File: src/rtl/sle_defines.vh
// constants of the sequential logic equation engine
// assumes the includer owns the clock and the ahb-lite slave port
`ifndef SLE_DEFINES_VH
`define SLE_DEFINES_VH
// register byte offsets
`define SLE_CTRL 12'h000
`define SLE_STAT 12'h004
`define SLE_PCNT 12'h008
`define SLE_VOUT 12'h00C
`define SLE_VIN 12'h010
`define SLE_CIN 12'h014
`define SLE_TDLY 12'h018
`define SLE_COSEL 12'h01C
`define SLE_BSEL 12'h020
`define SLE_E0CFG 12'h024
`define SLE_E1CFG 12'h028
`define SLE_E0DLY 12'h02C
`define SLE_E1DLY 12'h030
// program words sit where this address bit is set
`define SLE_PROG_BIT 10
// field positions
`define SLE_CTRL_EN 0
`define SLE_CTRL_GO 1
`define SLE_STAT_BUSY 0
`define SLE_STAT_OVR 1
`define SLE_CFG_FALL 16
// reset values
`define SLE_TDLY_RST 32'h00000000
`define SLE_COSEL_RST 32'h00000000
`define SLE_CFG_RST 17'h0FFFF
`define SLE_DLY_RST 16'h0000
// instruction opcodes
`define SLE_OP_END 4'h0
`define SLE_OP_LD 4'h1
`define SLE_OP_LDN 4'h2
`define SLE_OP_AND 4'h3
`define SLE_OP_ANDN 4'h4
`define SLE_OP_OR 4'h5
`define SLE_OP_ORN 4'h6
`define SLE_OP_XOR 4'h7
`define SLE_OP_RST 4'h8
`define SLE_OP_LAT 4'h9
`define SLE_OP_TMR 4'hA
`define SLE_OP_OUT 4'hB
// pacing
`define SLE_CLK_HZ 25000000
`define SLE_SYS_HZ 60
`define SLE_PASSES 4
`endif

File: src/rtl/sle_mem.v
// program store of the equation engine, one instruction per word
// assumes one write port from the bus and one read port from the engine
`timescale 1ns/1ns
module sle_mem #(
   parameter P_AW = 8,
   parameter P_DW = 11
) (
   input wire i_clk,
   input wire i_we,
   input wire [P_AW-1:0] i_waddr,
   input wire [P_DW-1:0] i_wdata,
   input wire [P_AW-1:0] i_raddr,
   output reg [P_DW-1:0] o_rdata
);
   reg [P_DW-1:0] mem_reg [0:(1<<P_AW)-1];

   // contents undefined until software loads them
   always @(posedge i_clk) begin
      if (i_we) begin
         mem_reg[i_waddr] <= i_wdata;
      end
      o_rdata <= mem_reg[i_raddr];
   end
endmodule

File: src/rtl/sle_elem.v
// one protection element: comparator, operate and reset timers
// assumes i_tick pulses once per evaluation pass
`timescale 1ns/1ns
module sle_elem #(
   parameter P_QW = 16,
   parameter P_TW = 8
) (
   input wire i_clk,
   input wire i_rst,
   input wire i_tick,
   input wire [P_QW-1:0] i_qty,
   input wire [P_QW-1:0] i_set,
   input wire i_falling,
   input wire [P_TW-1:0] i_op_dly,
   input wire [P_TW-1:0] i_rst_dly,
   input wire i_force_blk,
   input wire i_blk_in,
   output wire o_pkp,
   output wire o_dpo,
   output wire o_op,
   output wire o_blk
);
   reg pkp_reg;
   reg op_reg;
   reg [P_TW-1:0] pcnt_reg;
   reg [P_TW-1:0] rcnt_reg;
   wire above;

   assign above = i_falling ? (i_qty < i_set) : (i_qty > i_set);
   assign o_blk = i_force_blk | i_blk_in;
   assign o_pkp = pkp_reg;
   assign o_dpo = ~pkp_reg;
   assign o_op = op_reg;

   // comparator; a blocked element never picks up
   always @(posedge i_clk) begin
      if (i_rst) begin
         pkp_reg <= 1'b0;
      end else begin
         pkp_reg <= above & ~o_blk;
      end
   end

   // operate after pickup delay, hold until reset delay runs out
   always @(posedge i_clk) begin
      if (i_rst) begin
         op_reg <= 1'b0;
         pcnt_reg <= {P_TW{1'b0}};
         rcnt_reg <= {P_TW{1'b0}};
      end else if (i_tick) begin
         if (pkp_reg) begin
            rcnt_reg <= {P_TW{1'b0}};
            if (pcnt_reg >= i_op_dly) begin
               op_reg <= 1'b1;
            end else begin
               pcnt_reg <= pcnt_reg + 1'b1;
            end
         end else begin
            pcnt_reg <= {P_TW{1'b0}};
            if (op_reg) begin
               if (rcnt_reg >= i_rst_dly) begin
                  op_reg <= 1'b0;
                  rcnt_reg <= {P_TW{1'b0}};
               end else begin
                  rcnt_reg <= rcnt_reg + 1'b1;
               end
            end
         end
      end
   end
endmodule

File: src/rtl/sle_top.v
// sequential logic equation engine with ahb-lite register slave
// assumes inputs synchronous to i_clk and a single ahb-lite master
`timescale 1ns/1ns
`include "sle_defines.vh"
module sle_top #(
   parameter P_PASS_CYCLES =
      `SLE_CLK_HZ / (`SLE_SYS_HZ * `SLE_PASSES),
   parameter P_AW = 12,
   parameter P_PW = 8,
   parameter P_NCIN = 8,
   parameter P_NCOUT = 4,
   parameter P_NDIN = 4,
   parameter P_QW = 16
) (
   input wire i_clk,
   input wire i_rst,
   input wire i_hsel,
   input wire [P_AW-1:0] i_haddr,
   input wire [1:0] i_htrans,
   input wire i_hwrite,
   input wire [2:0] i_hsize,
   input wire [31:0] i_hwdata,
   input wire i_hready,
   output reg o_hreadyout,
   output reg [31:0] o_hrdata,
   output reg o_hresp,
   input wire [P_NCIN-1:0] i_cin,
   input wire [P_NCOUT-1:0] i_cout_volt,
   input wire [P_NCOUT-1:0] i_cout_curr,
   input wire [P_NDIN-1:0] i_din,
   input wire [2*P_QW-1:0] i_elem_qty,
   input wire [1:0] i_elem_force_blk,
   output reg [15:0] o_vout,
   output reg [7:0] o_vin,
   output reg [P_NCOUT-1:0] o_cout_drive,
   output reg o_pass_done
);
   localparam ST_IDLE = 2'h0;
   localparam ST_FETCH = 2'h1;
   localparam ST_EXEC = 2'h2;

   // pick one operand bit; shared by engine, drives and block routing
   function f_pick;
      input [127:0] vec;
      input [6:0] sel;
      begin
         f_pick = vec[sel];
      end
   endfunction

   reg [1:0] state_reg;
   reg [P_PW-1:0] pc_reg;
   reg acc_reg;
   reg b_reg;
   reg [3:0] lat_reg;
   reg [7:0] tcnt_reg [0:3];
   reg [31:0] pace_reg;
   reg tick_reg;
   reg en_reg;
   reg go_reg;
   reg ovr_reg;
   reg [15:0] pcnt_reg;
   reg [31:0] tdly_reg;
   reg [31:0] cosel_reg;
   reg [15:0] bsel_reg;
   reg [16:0] cfg_reg [0:1];
   reg [15:0] dly_reg [0:1];
   reg [1:0] blk_src_reg;
   reg dp_wr_reg;
   reg [P_AW-1:0] dp_addr_reg;
   reg [31:0] rd_next;
   integer i, j;

   wire [10:0] instr;
   wire [3:0] opc;
   wire [6:0] sel;
   wire opbit;
   wire [7:0] tcur;
   wire [7:0] tdly;
   wire start;
   wire ap_take;
   wire prog_we;
   wire [1:0] pickup_flag;
   wire [1:0] dropout_flag;
   wire [1:0] opf;
   wire [1:0] block_flag;
   wire [127:0] opnd;

   // flag space: every operand is one bit, index is the operand number
   assign opnd = {58'h0, o_vout, o_vin, block_flag, opf, dropout_flag, pickup_flag,
                  i_din,
                  ~i_cout_curr, i_cout_curr,
                  ~i_cout_volt, i_cout_volt,
                  ~i_cin, i_cin,
                  1'b1, 1'b0};

   assign opc = instr[10:7];
   assign sel = instr[6:0];
   assign opbit = f_pick(opnd, sel);
   assign tcur = tcnt_reg[sel[1:0]];
   assign tdly = tdly_reg[{sel[1:0], 3'h0} +: 8];

   // a pass begins on the pacing tick or on a one-shot request
   assign start = (state_reg == ST_IDLE) & ((en_reg & tick_reg) | go_reg);

   // address phase accepted when selected, nonseq or seq (busy and idle ignored) and bus ready
   assign ap_take = i_hsel & i_htrans[1] & i_hready;
   assign prog_we = dp_wr_reg & dp_addr_reg[`SLE_PROG_BIT];

   sle_mem #(
      .P_AW(P_PW),
      .P_DW(11)
   ) u_mem (
      .i_clk(i_clk),
      .i_we(prog_we),
      .i_waddr(dp_addr_reg[P_PW+1:2]),
      .i_wdata(i_hwdata[10:0]),
      .i_raddr(pc_reg),
      .o_rdata(instr)
   );

   // two elements; quantity, setting and timers per element
   genvar e;
   generate
      for (e = 0; e < 2; e = e + 1) begin : g_elem
         sle_elem #(
            .P_QW(P_QW),
            .P_TW(8)
         ) u_elem (
            .i_clk(i_clk),
            .i_rst(i_rst),
            .i_tick(o_pass_done),
            .i_qty(i_elem_qty[e*P_QW +: P_QW]),
            .i_set(cfg_reg[e][P_QW-1:0]),
            .i_falling(cfg_reg[e][`SLE_CFG_FALL]),
            .i_op_dly(dly_reg[e][7:0]),
            .i_rst_dly(dly_reg[e][15:8]),
            .i_force_blk(i_elem_force_blk[e]),
            .i_blk_in(blk_src_reg[e]),
            .o_pkp(pickup_flag[e]),
            .o_dpo(dropout_flag[e]),
            .o_op(opf[e]),
            .o_blk(block_flag[e])
         );
      end
   endgenerate

   // pacing counter; period is a quarter system cycle at most
   always @(posedge i_clk) begin
      if (i_rst) begin
         pace_reg <= 32'h00000000;
         tick_reg <= 1'b0;
      end else if (pace_reg >= P_PASS_CYCLES - 1) begin
         pace_reg <= 32'h00000000;
         tick_reg <= 1'b1;
      end else begin
         pace_reg <= pace_reg + 32'h00000001;
         tick_reg <= 1'b0;
      end
   end

   // engine: fetch then execute, one instruction at a time
   always @(posedge i_clk) begin
      if (i_rst) begin
         state_reg <= ST_IDLE;
         pc_reg <= {P_PW{1'b0}};
         acc_reg <= 1'b0;
         b_reg <= 1'b0;
         lat_reg <= 4'h0;
         o_vout <= 16'h0000;
         o_pass_done <= 1'b0;
         pcnt_reg <= 16'h0000;
         for (i = 0; i < 4; i = i + 1) begin
            tcnt_reg[i] <= 8'h00;
         end
      end else begin
         o_pass_done <= 1'b0;
         case (state_reg)
            ST_IDLE: begin
               if (start) begin
                  pc_reg <= {P_PW{1'b0}};
                  acc_reg <= 1'b0;
                  state_reg <= ST_FETCH;
               end
            end
            ST_FETCH: begin
               state_reg <= ST_EXEC;
            end
            ST_EXEC: begin
               pc_reg <= pc_reg + 1'b1;
               state_reg <= ST_FETCH;
               case (opc)
                  `SLE_OP_LD: acc_reg <= opbit;
                  `SLE_OP_LDN: acc_reg <= ~opbit;
                  `SLE_OP_AND: acc_reg <= acc_reg & opbit;
                  `SLE_OP_ANDN: acc_reg <= acc_reg & ~opbit;
                  `SLE_OP_OR: acc_reg <= acc_reg | opbit;
                  `SLE_OP_ORN: acc_reg <= acc_reg | ~opbit;
                  `SLE_OP_XOR: acc_reg <= acc_reg ^ opbit;
                  `SLE_OP_RST: b_reg <= acc_reg;
                  `SLE_OP_LAT: begin
                     // reset input dominates a simultaneous set
                     lat_reg[sel[1:0]] <=
                        ~b_reg & (acc_reg | lat_reg[sel[1:0]]);
                     acc_reg <= ~b_reg & (acc_reg | lat_reg[sel[1:0]]);
                  end
                  `SLE_OP_TMR: begin
                     // timer counts passes while its input holds
                     if (!acc_reg) begin
                        tcnt_reg[sel[1:0]] <= 8'h00;
                     end else if (tcur < tdly) begin
                        tcnt_reg[sel[1:0]] <= tcur + 8'h01;
                     end
                     acc_reg <= acc_reg & (tcur >= tdly);
                  end
                  `SLE_OP_OUT: begin
                     // only writer of the virtual outputs
                     o_vout[sel[3:0]] <= acc_reg;
                  end
                  default: begin
                     // end of program closes the pass
                     state_reg <= ST_IDLE;
                     o_pass_done <= 1'b1;
                     pcnt_reg <= pcnt_reg + 16'h0001;
                  end
               endcase
               if (pc_reg == {P_PW{1'b1}}) begin
                  // last word ends the pass even without END
                  state_reg <= ST_IDLE;
                  o_pass_done <= 1'b1;
                  pcnt_reg <= pcnt_reg + 16'h0001;
               end
            end
            default: begin
               state_reg <= ST_IDLE;
            end
         endcase
      end
   end

   // routed flags: contact drives and element blocking inputs
   always @(posedge i_clk) begin
      if (i_rst) begin
         o_cout_drive <= {P_NCOUT{1'b0}};
         blk_src_reg <= 2'h0;
      end else begin
         for (j = 0; j < P_NCOUT; j = j + 1) begin
            o_cout_drive[j] <= f_pick(opnd, cosel_reg[j*8 +: 7]);
         end
         // registered so a block flag routed to itself cannot loop
         blk_src_reg[0] <= bsel_reg[7] & f_pick(opnd, bsel_reg[6:0]);
         blk_src_reg[1] <= bsel_reg[15] & f_pick(opnd, bsel_reg[14:8]);
      end
   end

   // ahb-lite: zero wait states, always okay
   always @(posedge i_clk) begin
      if (i_rst) begin
         o_hreadyout <= 1'b1;
         o_hresp <= 1'b0;
         o_hrdata <= 32'h00000000;
         dp_wr_reg <= 1'b0;
         dp_addr_reg <= {P_AW{1'b0}};
      end else begin
         o_hreadyout <= 1'b1;
         o_hresp <= 1'b0;
         dp_wr_reg <= ap_take & i_hwrite;
         if (ap_take) begin
            dp_addr_reg <= i_haddr;
            o_hrdata <= i_hwrite ? 32'h00000000 : rd_next;
         end
      end
   end

   // read mux; program words and unmapped addresses read zero
   always @* begin
      rd_next = 32'h00000000;
      if (!i_haddr[`SLE_PROG_BIT]) begin
         case ({i_haddr[P_AW-1:2], 2'h0})
            `SLE_CTRL: rd_next = {31'h0, en_reg};
            `SLE_STAT: rd_next = {30'h0, ovr_reg, state_reg != ST_IDLE};
            `SLE_PCNT: rd_next = {16'h0, pcnt_reg};
            `SLE_VOUT: rd_next = {16'h0, o_vout};
            `SLE_VIN: rd_next = {24'h0, o_vin};
            `SLE_CIN: rd_next = {24'h0, i_cin};
            `SLE_TDLY: rd_next = tdly_reg;
            `SLE_COSEL: rd_next = cosel_reg;
            `SLE_BSEL: rd_next = {16'h0, bsel_reg};
            `SLE_E0CFG: rd_next = {15'h0, cfg_reg[0]};
            `SLE_E1CFG: rd_next = {15'h0, cfg_reg[1]};
            `SLE_E0DLY: rd_next = {16'h0, dly_reg[0]};
            `SLE_E1DLY: rd_next = {16'h0, dly_reg[1]};
            default: rd_next = 32'h00000000;
         endcase
      end
   end

   // register writes in the data phase
   always @(posedge i_clk) begin
      if (i_rst) begin
         en_reg <= 1'b0;
         go_reg <= 1'b0;
         o_vin <= 8'h00;
         tdly_reg <= `SLE_TDLY_RST;
         cosel_reg <= `SLE_COSEL_RST;
         bsel_reg <= 16'h0000;
         cfg_reg[0] <= `SLE_CFG_RST;
         cfg_reg[1] <= `SLE_CFG_RST;
         dly_reg[0] <= `SLE_DLY_RST;
         dly_reg[1] <= `SLE_DLY_RST;
      end else begin
         // one-shot request waits until the engine is idle
         if (start) begin
            go_reg <= 1'b0;
         end
         if (dp_wr_reg && !dp_addr_reg[`SLE_PROG_BIT]) begin
            case ({dp_addr_reg[P_AW-1:2], 2'h0})
               `SLE_CTRL: begin
                  en_reg <= i_hwdata[`SLE_CTRL_EN];
                  if (i_hwdata[`SLE_CTRL_GO]) begin
                     go_reg <= 1'b1;
                  end
               end
               `SLE_VIN: o_vin <= i_hwdata[7:0];
               `SLE_TDLY: tdly_reg <= i_hwdata;
               `SLE_COSEL: cosel_reg <= i_hwdata;
               `SLE_BSEL: bsel_reg <= i_hwdata[15:0];
               `SLE_E0CFG: cfg_reg[0] <= i_hwdata[16:0];
               `SLE_E1CFG: cfg_reg[1] <= i_hwdata[16:0];
               `SLE_E0DLY: dly_reg[0] <= i_hwdata[15:0];
               `SLE_E1DLY: dly_reg[1] <= i_hwdata[15:0];
               default: begin
               end
            endcase
         end
      end
   end

   // overrun: pacing tick while a pass still runs; set beats clear
   always @(posedge i_clk) begin
      if (i_rst) begin
         ovr_reg <= 1'b0;
      end else if (en_reg && tick_reg && state_reg != ST_IDLE) begin
         ovr_reg <= 1'b1;
      end else if (dp_wr_reg && !dp_addr_reg[`SLE_PROG_BIT] &&
                   {dp_addr_reg[P_AW-1:2], 2'h0} == `SLE_STAT &&
                   i_hwdata[`SLE_STAT_OVR]) begin
         ovr_reg <= 1'b0;
      end
   end
endmodule

File: config.mk
export PLATFORM = sky130hd
export DESIGN_NAME = sle_top
export DESIGN_NICKNAME = d
export VERILOG_FILES = /design/src/rtl/sle_mem.v /design/src/rtl/sle_elem.v /design/src/rtl/sle_top.v
export VERILOG_INCLUDE_DIRS = /design/src /design/src/rtl
export SDC_FILE = /design/constraint.sdc
export NUM_CORES = 2
export LEC_CHECK = 0
export CORE_UTILIZATION = 50
export DETAILED_ROUTE_END_ITERATION = 16
export DONT_BUFFER_PORTS = 1
export PLACE_DENSITY = 0.64
export SLEW_MARGIN = 20
export SYNTH_ARGS = -nofsm -noshare
export SYNTH_HDL_FRONTEND = slang
export SYNTH_HIERARCHICAL = 1
export SYNTH_SLANG_ARGS = --single-unit
File: constraint.sdc
create_clock -name i_clk -period 4.2 [get_ports i_clk]
set_input_delay 0.63 -clock i_clk [delete_from_list [all_inputs] [get_ports i_clk]]
set_output_delay 0.63 -clock i_clk [all_outputs]
set_load 0.01 [all_outputs]
# Word-level counts from Yosys, hierarchy flattened
# Memories as Yosys holds them, arrays and structs flattened. A register that Yosys moved wholly into a read port is not among the register bits.
# Index checks and enable logic that the tools add are counted.
# totals
elab_cells	284
in_bits	108
mem_count	4
ramBits	2914
register_bits	260
output_inout_bits	63
# memory_table
name	depth	width	rd	rd_ports_with_merged_regs	write_ports	line	source
u_mem.mem_reg	256	11	1	1	1	sle_mem.v:15	reg [P_DW-1:0] mem_reg [0:(1<<P_AW)-1];
cfg_reg	2	17	2	0	2	sle_top.v:66	reg [16:0] cfg_reg [0:1];
dly_reg	2	16	2	0	2	sle_top.v:67	reg [15:0] dly_reg [0:1];
tcnt_reg	4	8	1	0	4	sle_top.v:56	reg [7:0] tcnt_reg [0:3];
# op_classes
n_shift	1
add_sub_neg	8
eq_ne	42
n_lt_le_gt_ge	22
reduce_logical	37
bitwise_logic	36
mux	104
# ops
operator	n
$pmux W32 S13	1
$mux W8	13
$eq A10 B4 Y1 const B	10
$eq A10 B3 Y1 const B	7
$mux W16	4
$mux W32	2
$mux W1	63
$lt A7 B8 Y1 const B	7
$bmux W1 S7	7
$add A8 B1 Y8 const B	6
$ge A8 B8 Y1	5
$mux W17	2
$add A32 B1 Y32 const B	1
$ge A32 B17 Y1 const B	1
$gt A16 B16 Y1	2
$lt A16 B16 Y1	2
$reduce_and A2 Y1	16
$shiftx A32 B6 Y8	1
$eq A10 B1 Y1 const B	2
$eq A10 B2 Y1 const B	2
$logic_not A10 Y1	2
$add A16 B1 Y16 const B	1
$bwmux W16	1
$eq A4 B3 Y1 const B	4
other kinds (37)	88

# Depth between registers and ports, before layout
# depth
depth_word	11
mapped_depth	15
mapped_depth_nobuf	10

# Hierarchy
# The synthesis kept the hierarchy.
# by_module_without_submodules
module	n_inst	seq_area_each_um2	area_each_um2	cells_each
sle_mem	1	84781.3	108713.0	4999
sle_top	1	7387.1	18146.2	1881
sle_elem	2	360.3	1737.9	226

# Least setup slack after synthesis
# OpenSTA, ideal clock, no wires.
# synth_path
path_kind	reg2reg
from	register u_mem.o_rdata[1], read port of u_mem.mem_reg
to	memory tcnt_reg[0][0] (enable)
period_less_slack_ps	3744
t_required_ps	3866
arrival_time_ps	3410
setup_slack_ps	456
path_buffers	4
stages_incl_launch_ff	15
setup_ps	334
path_cell_list	dfxtp_1 -> buf_2 -> buf_1 -> buf_1 -> clkbuf_1 -> mux4_2 -> inv_1 -> ha_1 -> nor2b_1 -> o21a_1 -> o21a_1 -> o21ba_2 -> o21ai_1 -> nand3_1 -> nand2b_1
# synth_rtl
item	line	source
from (decl)	sle_mem.v:13	output reg [P_DW-1:0] o_rdata
to (decl)	sle_top.v:56	

==> run metrics <==
outcome complete, no violations; pre-CTS WS 284 ps; detailed placement HPWL 217 mm; Final nets 8,006; vias per cell 6.47; cts bufs inserted ~340; routed vias 74,186; hold_ws between 20 and 30 ps; Slew Viols, Final 0; Post-synth EDFFs 2,914; number of global-route vias before repair 72,048; CP cell instances nand2b_1 > buf_4 > o221ai_1 > a21oi_1 > nor3_1 > a211oi_1 > buf_4 > nor4_1 > buf_4; pin count of the biggest net entering global routing approximately 250; dpl cells 10,779; commonest non-fill, non-tap cell in the layout edfxtp_1; placed cell areas 136,000 sq um; CTS tree built; Design Area, Final 148,000 sq um; CP Class reg -> reg; boundary pin count 171; Sw Ratio 0.201; Area growth, synth to finish 13.7%; endpoints failing setup 0; largest cells by area after synthesis edfxtp_1, mux4_2, dfxtp_1; clock root cell clkbuf_16; maximum vdd drop 384 uV; Die Area 263,000 sq um; max reg flops 2,816; final worst-path cycle share 0.992; # rows 187; most used cell, CP buf_4; Total GRT Usage 0.285; total negative slack 0 ps; Clock Power Share 0.441; Crit. End Element register; sequential-to-total area share from yosys stat 0.713; initial antenna violation count 18; met3 track demand over resource 0.0623; Fin. Hold Viols 0; Critical Path RT 5100 ps; wire length per cell 32.8 um; clk slew on worst S/H paths 60 ps; final WL about 380 mm; peak fanout along the critical path 22; Gate Count Post-Synth 7,332; sequential share of power 0.541; met2 usage 0.436; Slew headroom 0.165; Max Freq 240 MHz; DRT iter0 DRCs 10,316; drt pass-1 iters 6; Port Buf Inserts 0; count of cell types in the netlist 94; Fillers 19,269; largest stage delay on the critical path 730 ps; synthesized flop and latch total 3,183; floorplan core area 259,000 sq um; gr busiest metal met2; GR met1 Demand/Resource 0.397; Hold Crit Class in -> reg; area leader, netlist edfxtp_1; Comb pwr share 0.018; Post CTS Setup Buffer Count 0; P_int 51.1 mW; Final WS setup 34.2 ps; CTS H-tree lvls 5; Critical Path AT roughly 5100 ps; Final Skew 50.7 ps; Slowest-stage cell, CP nor3_1; Final Non-Filler Cells 11,472; Worst Max-Slew Pin Slew ~1200 ps; overall power 64.0 mW; RePlAce Congestion 0.930; NetSw 12.8 mW; synthesis warning total 6; mean post-synth cell area 17.8 sq um; initial core utilization 0.502; max_cap viols 0; commonest non-fill, non-tap cells in the layout edfxtp_1, mux4_2, buf_4; clock tree buffer depth 4; Core Util, Final 0.571; Clock Latency Late Sink 1000 ps; Async SR Flop Fraction 0; pwr dens 432 nW/um^2; Synth top area share 0.671; Main synth FF type edfxtp_1; synthesized area 130,000 sq um; CTS sink cnt 3,183; grt total ovfl 0; Die H just over 500 um; fraction of layout cells with a size suffix above 1 0.224; Worst setup SP type register; antenna-violating nets left 0; Leakage 46.0 nW; Final min period approximately 4200 ps; first-pass GRT wire length about 530 mm; drt drc 0; RSZ-0062 raised after global routing false; Die X 513 um
==> worst paths after layout <==
kind | startpoint | to | slack [ps] | depth (start not counted)
worst max-delay path | pc_reg[2] | u_mem/o_rdata[0] | 30 | 9
worst max register to register | pc_reg[2] | u_mem/o_rdata[0] | 30 | 9
worst min-delay path | i_hwdata[1] | tdly_reg[1] | 30 | 3
worst min register to register | cosel_reg[31] | cosel_reg[31] | 460 | 2
==> kinds of logic (layout without fill, tap and decap cells) <==
| family | Yosys count | in the layout | share of synthesized area |
|---|---|---|---|
| flops | 3183 | 3183 | 0.713 |
| simple gates | 1324 | 1324 | 0.0472 |
| mux | 1052 | 1052 | 0.149 |
| compound gates | 1022 | 1022 | 0.0544 |
| buf+inv | 607 | 1323 | 0.0243 |
| fa+ha+maj | 85 | 85 | 0.00816 |
| xor+xnor | 57 | 57 | 0.00383 |
| other cells | 2 | 24 | 0.0000576 |
==> final cells by class <==
| cell class | count | area [sq um] | area share |
|---|---|---|---|
| clock buffers | 429 | 9050 | 0.0611 |
| inverters | 115 | 432 | 0.00291 |
| diodes | 7 | 17.5 | 0.000118 |
| flip-flops and latches | 3183 | 92900 | 0.627 |
| repair buffers | 617 | 5750 | 0.0388 |
| multi-input cells | 3557 | 34400 | 0.233 |
| clock inverters | 162 | 1260 | 0.00849 |
| well taps | 3402 | 4260 | 0.0287 |
==> Yosys cell counts, drive strengths merged, types with 85 or more instances <==
library cell / number
mux2i: 324
mux4: 710
dfxtp: 269
a22oi: 180
clkbuf: 243
buf: 249
o21ai: 90
nor3: 104
nand2: 331
inv: 114
edfxtp: 2914
nand3: 100
a21oi: 260
nor2: 479
ha: 85
o22ai: 103
==> power groups by stage <==
stage / registers (mW) / clock network [mW] / logic, mW
2_1_floorplan: 35.3 / 0 / 0.352
3_3_place_gp: 35.3 / 0 / 0.401
3_5_place_dp: 35.3 / 0 / 0.407
4_1_cts: 34.6 / 28.5 / 1.11
5_1_grt: 34.6 / 29.7 / 1.21
6_report: 34.6 / 28.2 / 1.15
==> routing by layer <==
layer / vias up / wire (um) / share of wire
met5: - / 51 / 0.00014
met4: 6 / 17000 / 0.045
met3: 739 / 40600 / 0.11
met2: 4200 / 174000 / 0.46
met1: 38554 / 145000 / 0.39
li1: 30687 / - / -
==> what timing repair did <==
item | 4_1_cts | 5_1_grt
hold buffers | 91 | 3
setup endpoints to repair | 0 | 1
resized for setup | 0 | 1
endpoints found under the hold margin | 1686 | 100
==> worst max-delay path, delay by kind of cell, from the launching register on <==
kind,cells,cell delay [ps]
DFF,1,710
AOI/OAI and AO/OA,3,710
and+or+nand+nor,3,1850
buffers and inverters,3,830
(Power assumes the default switching activity.)
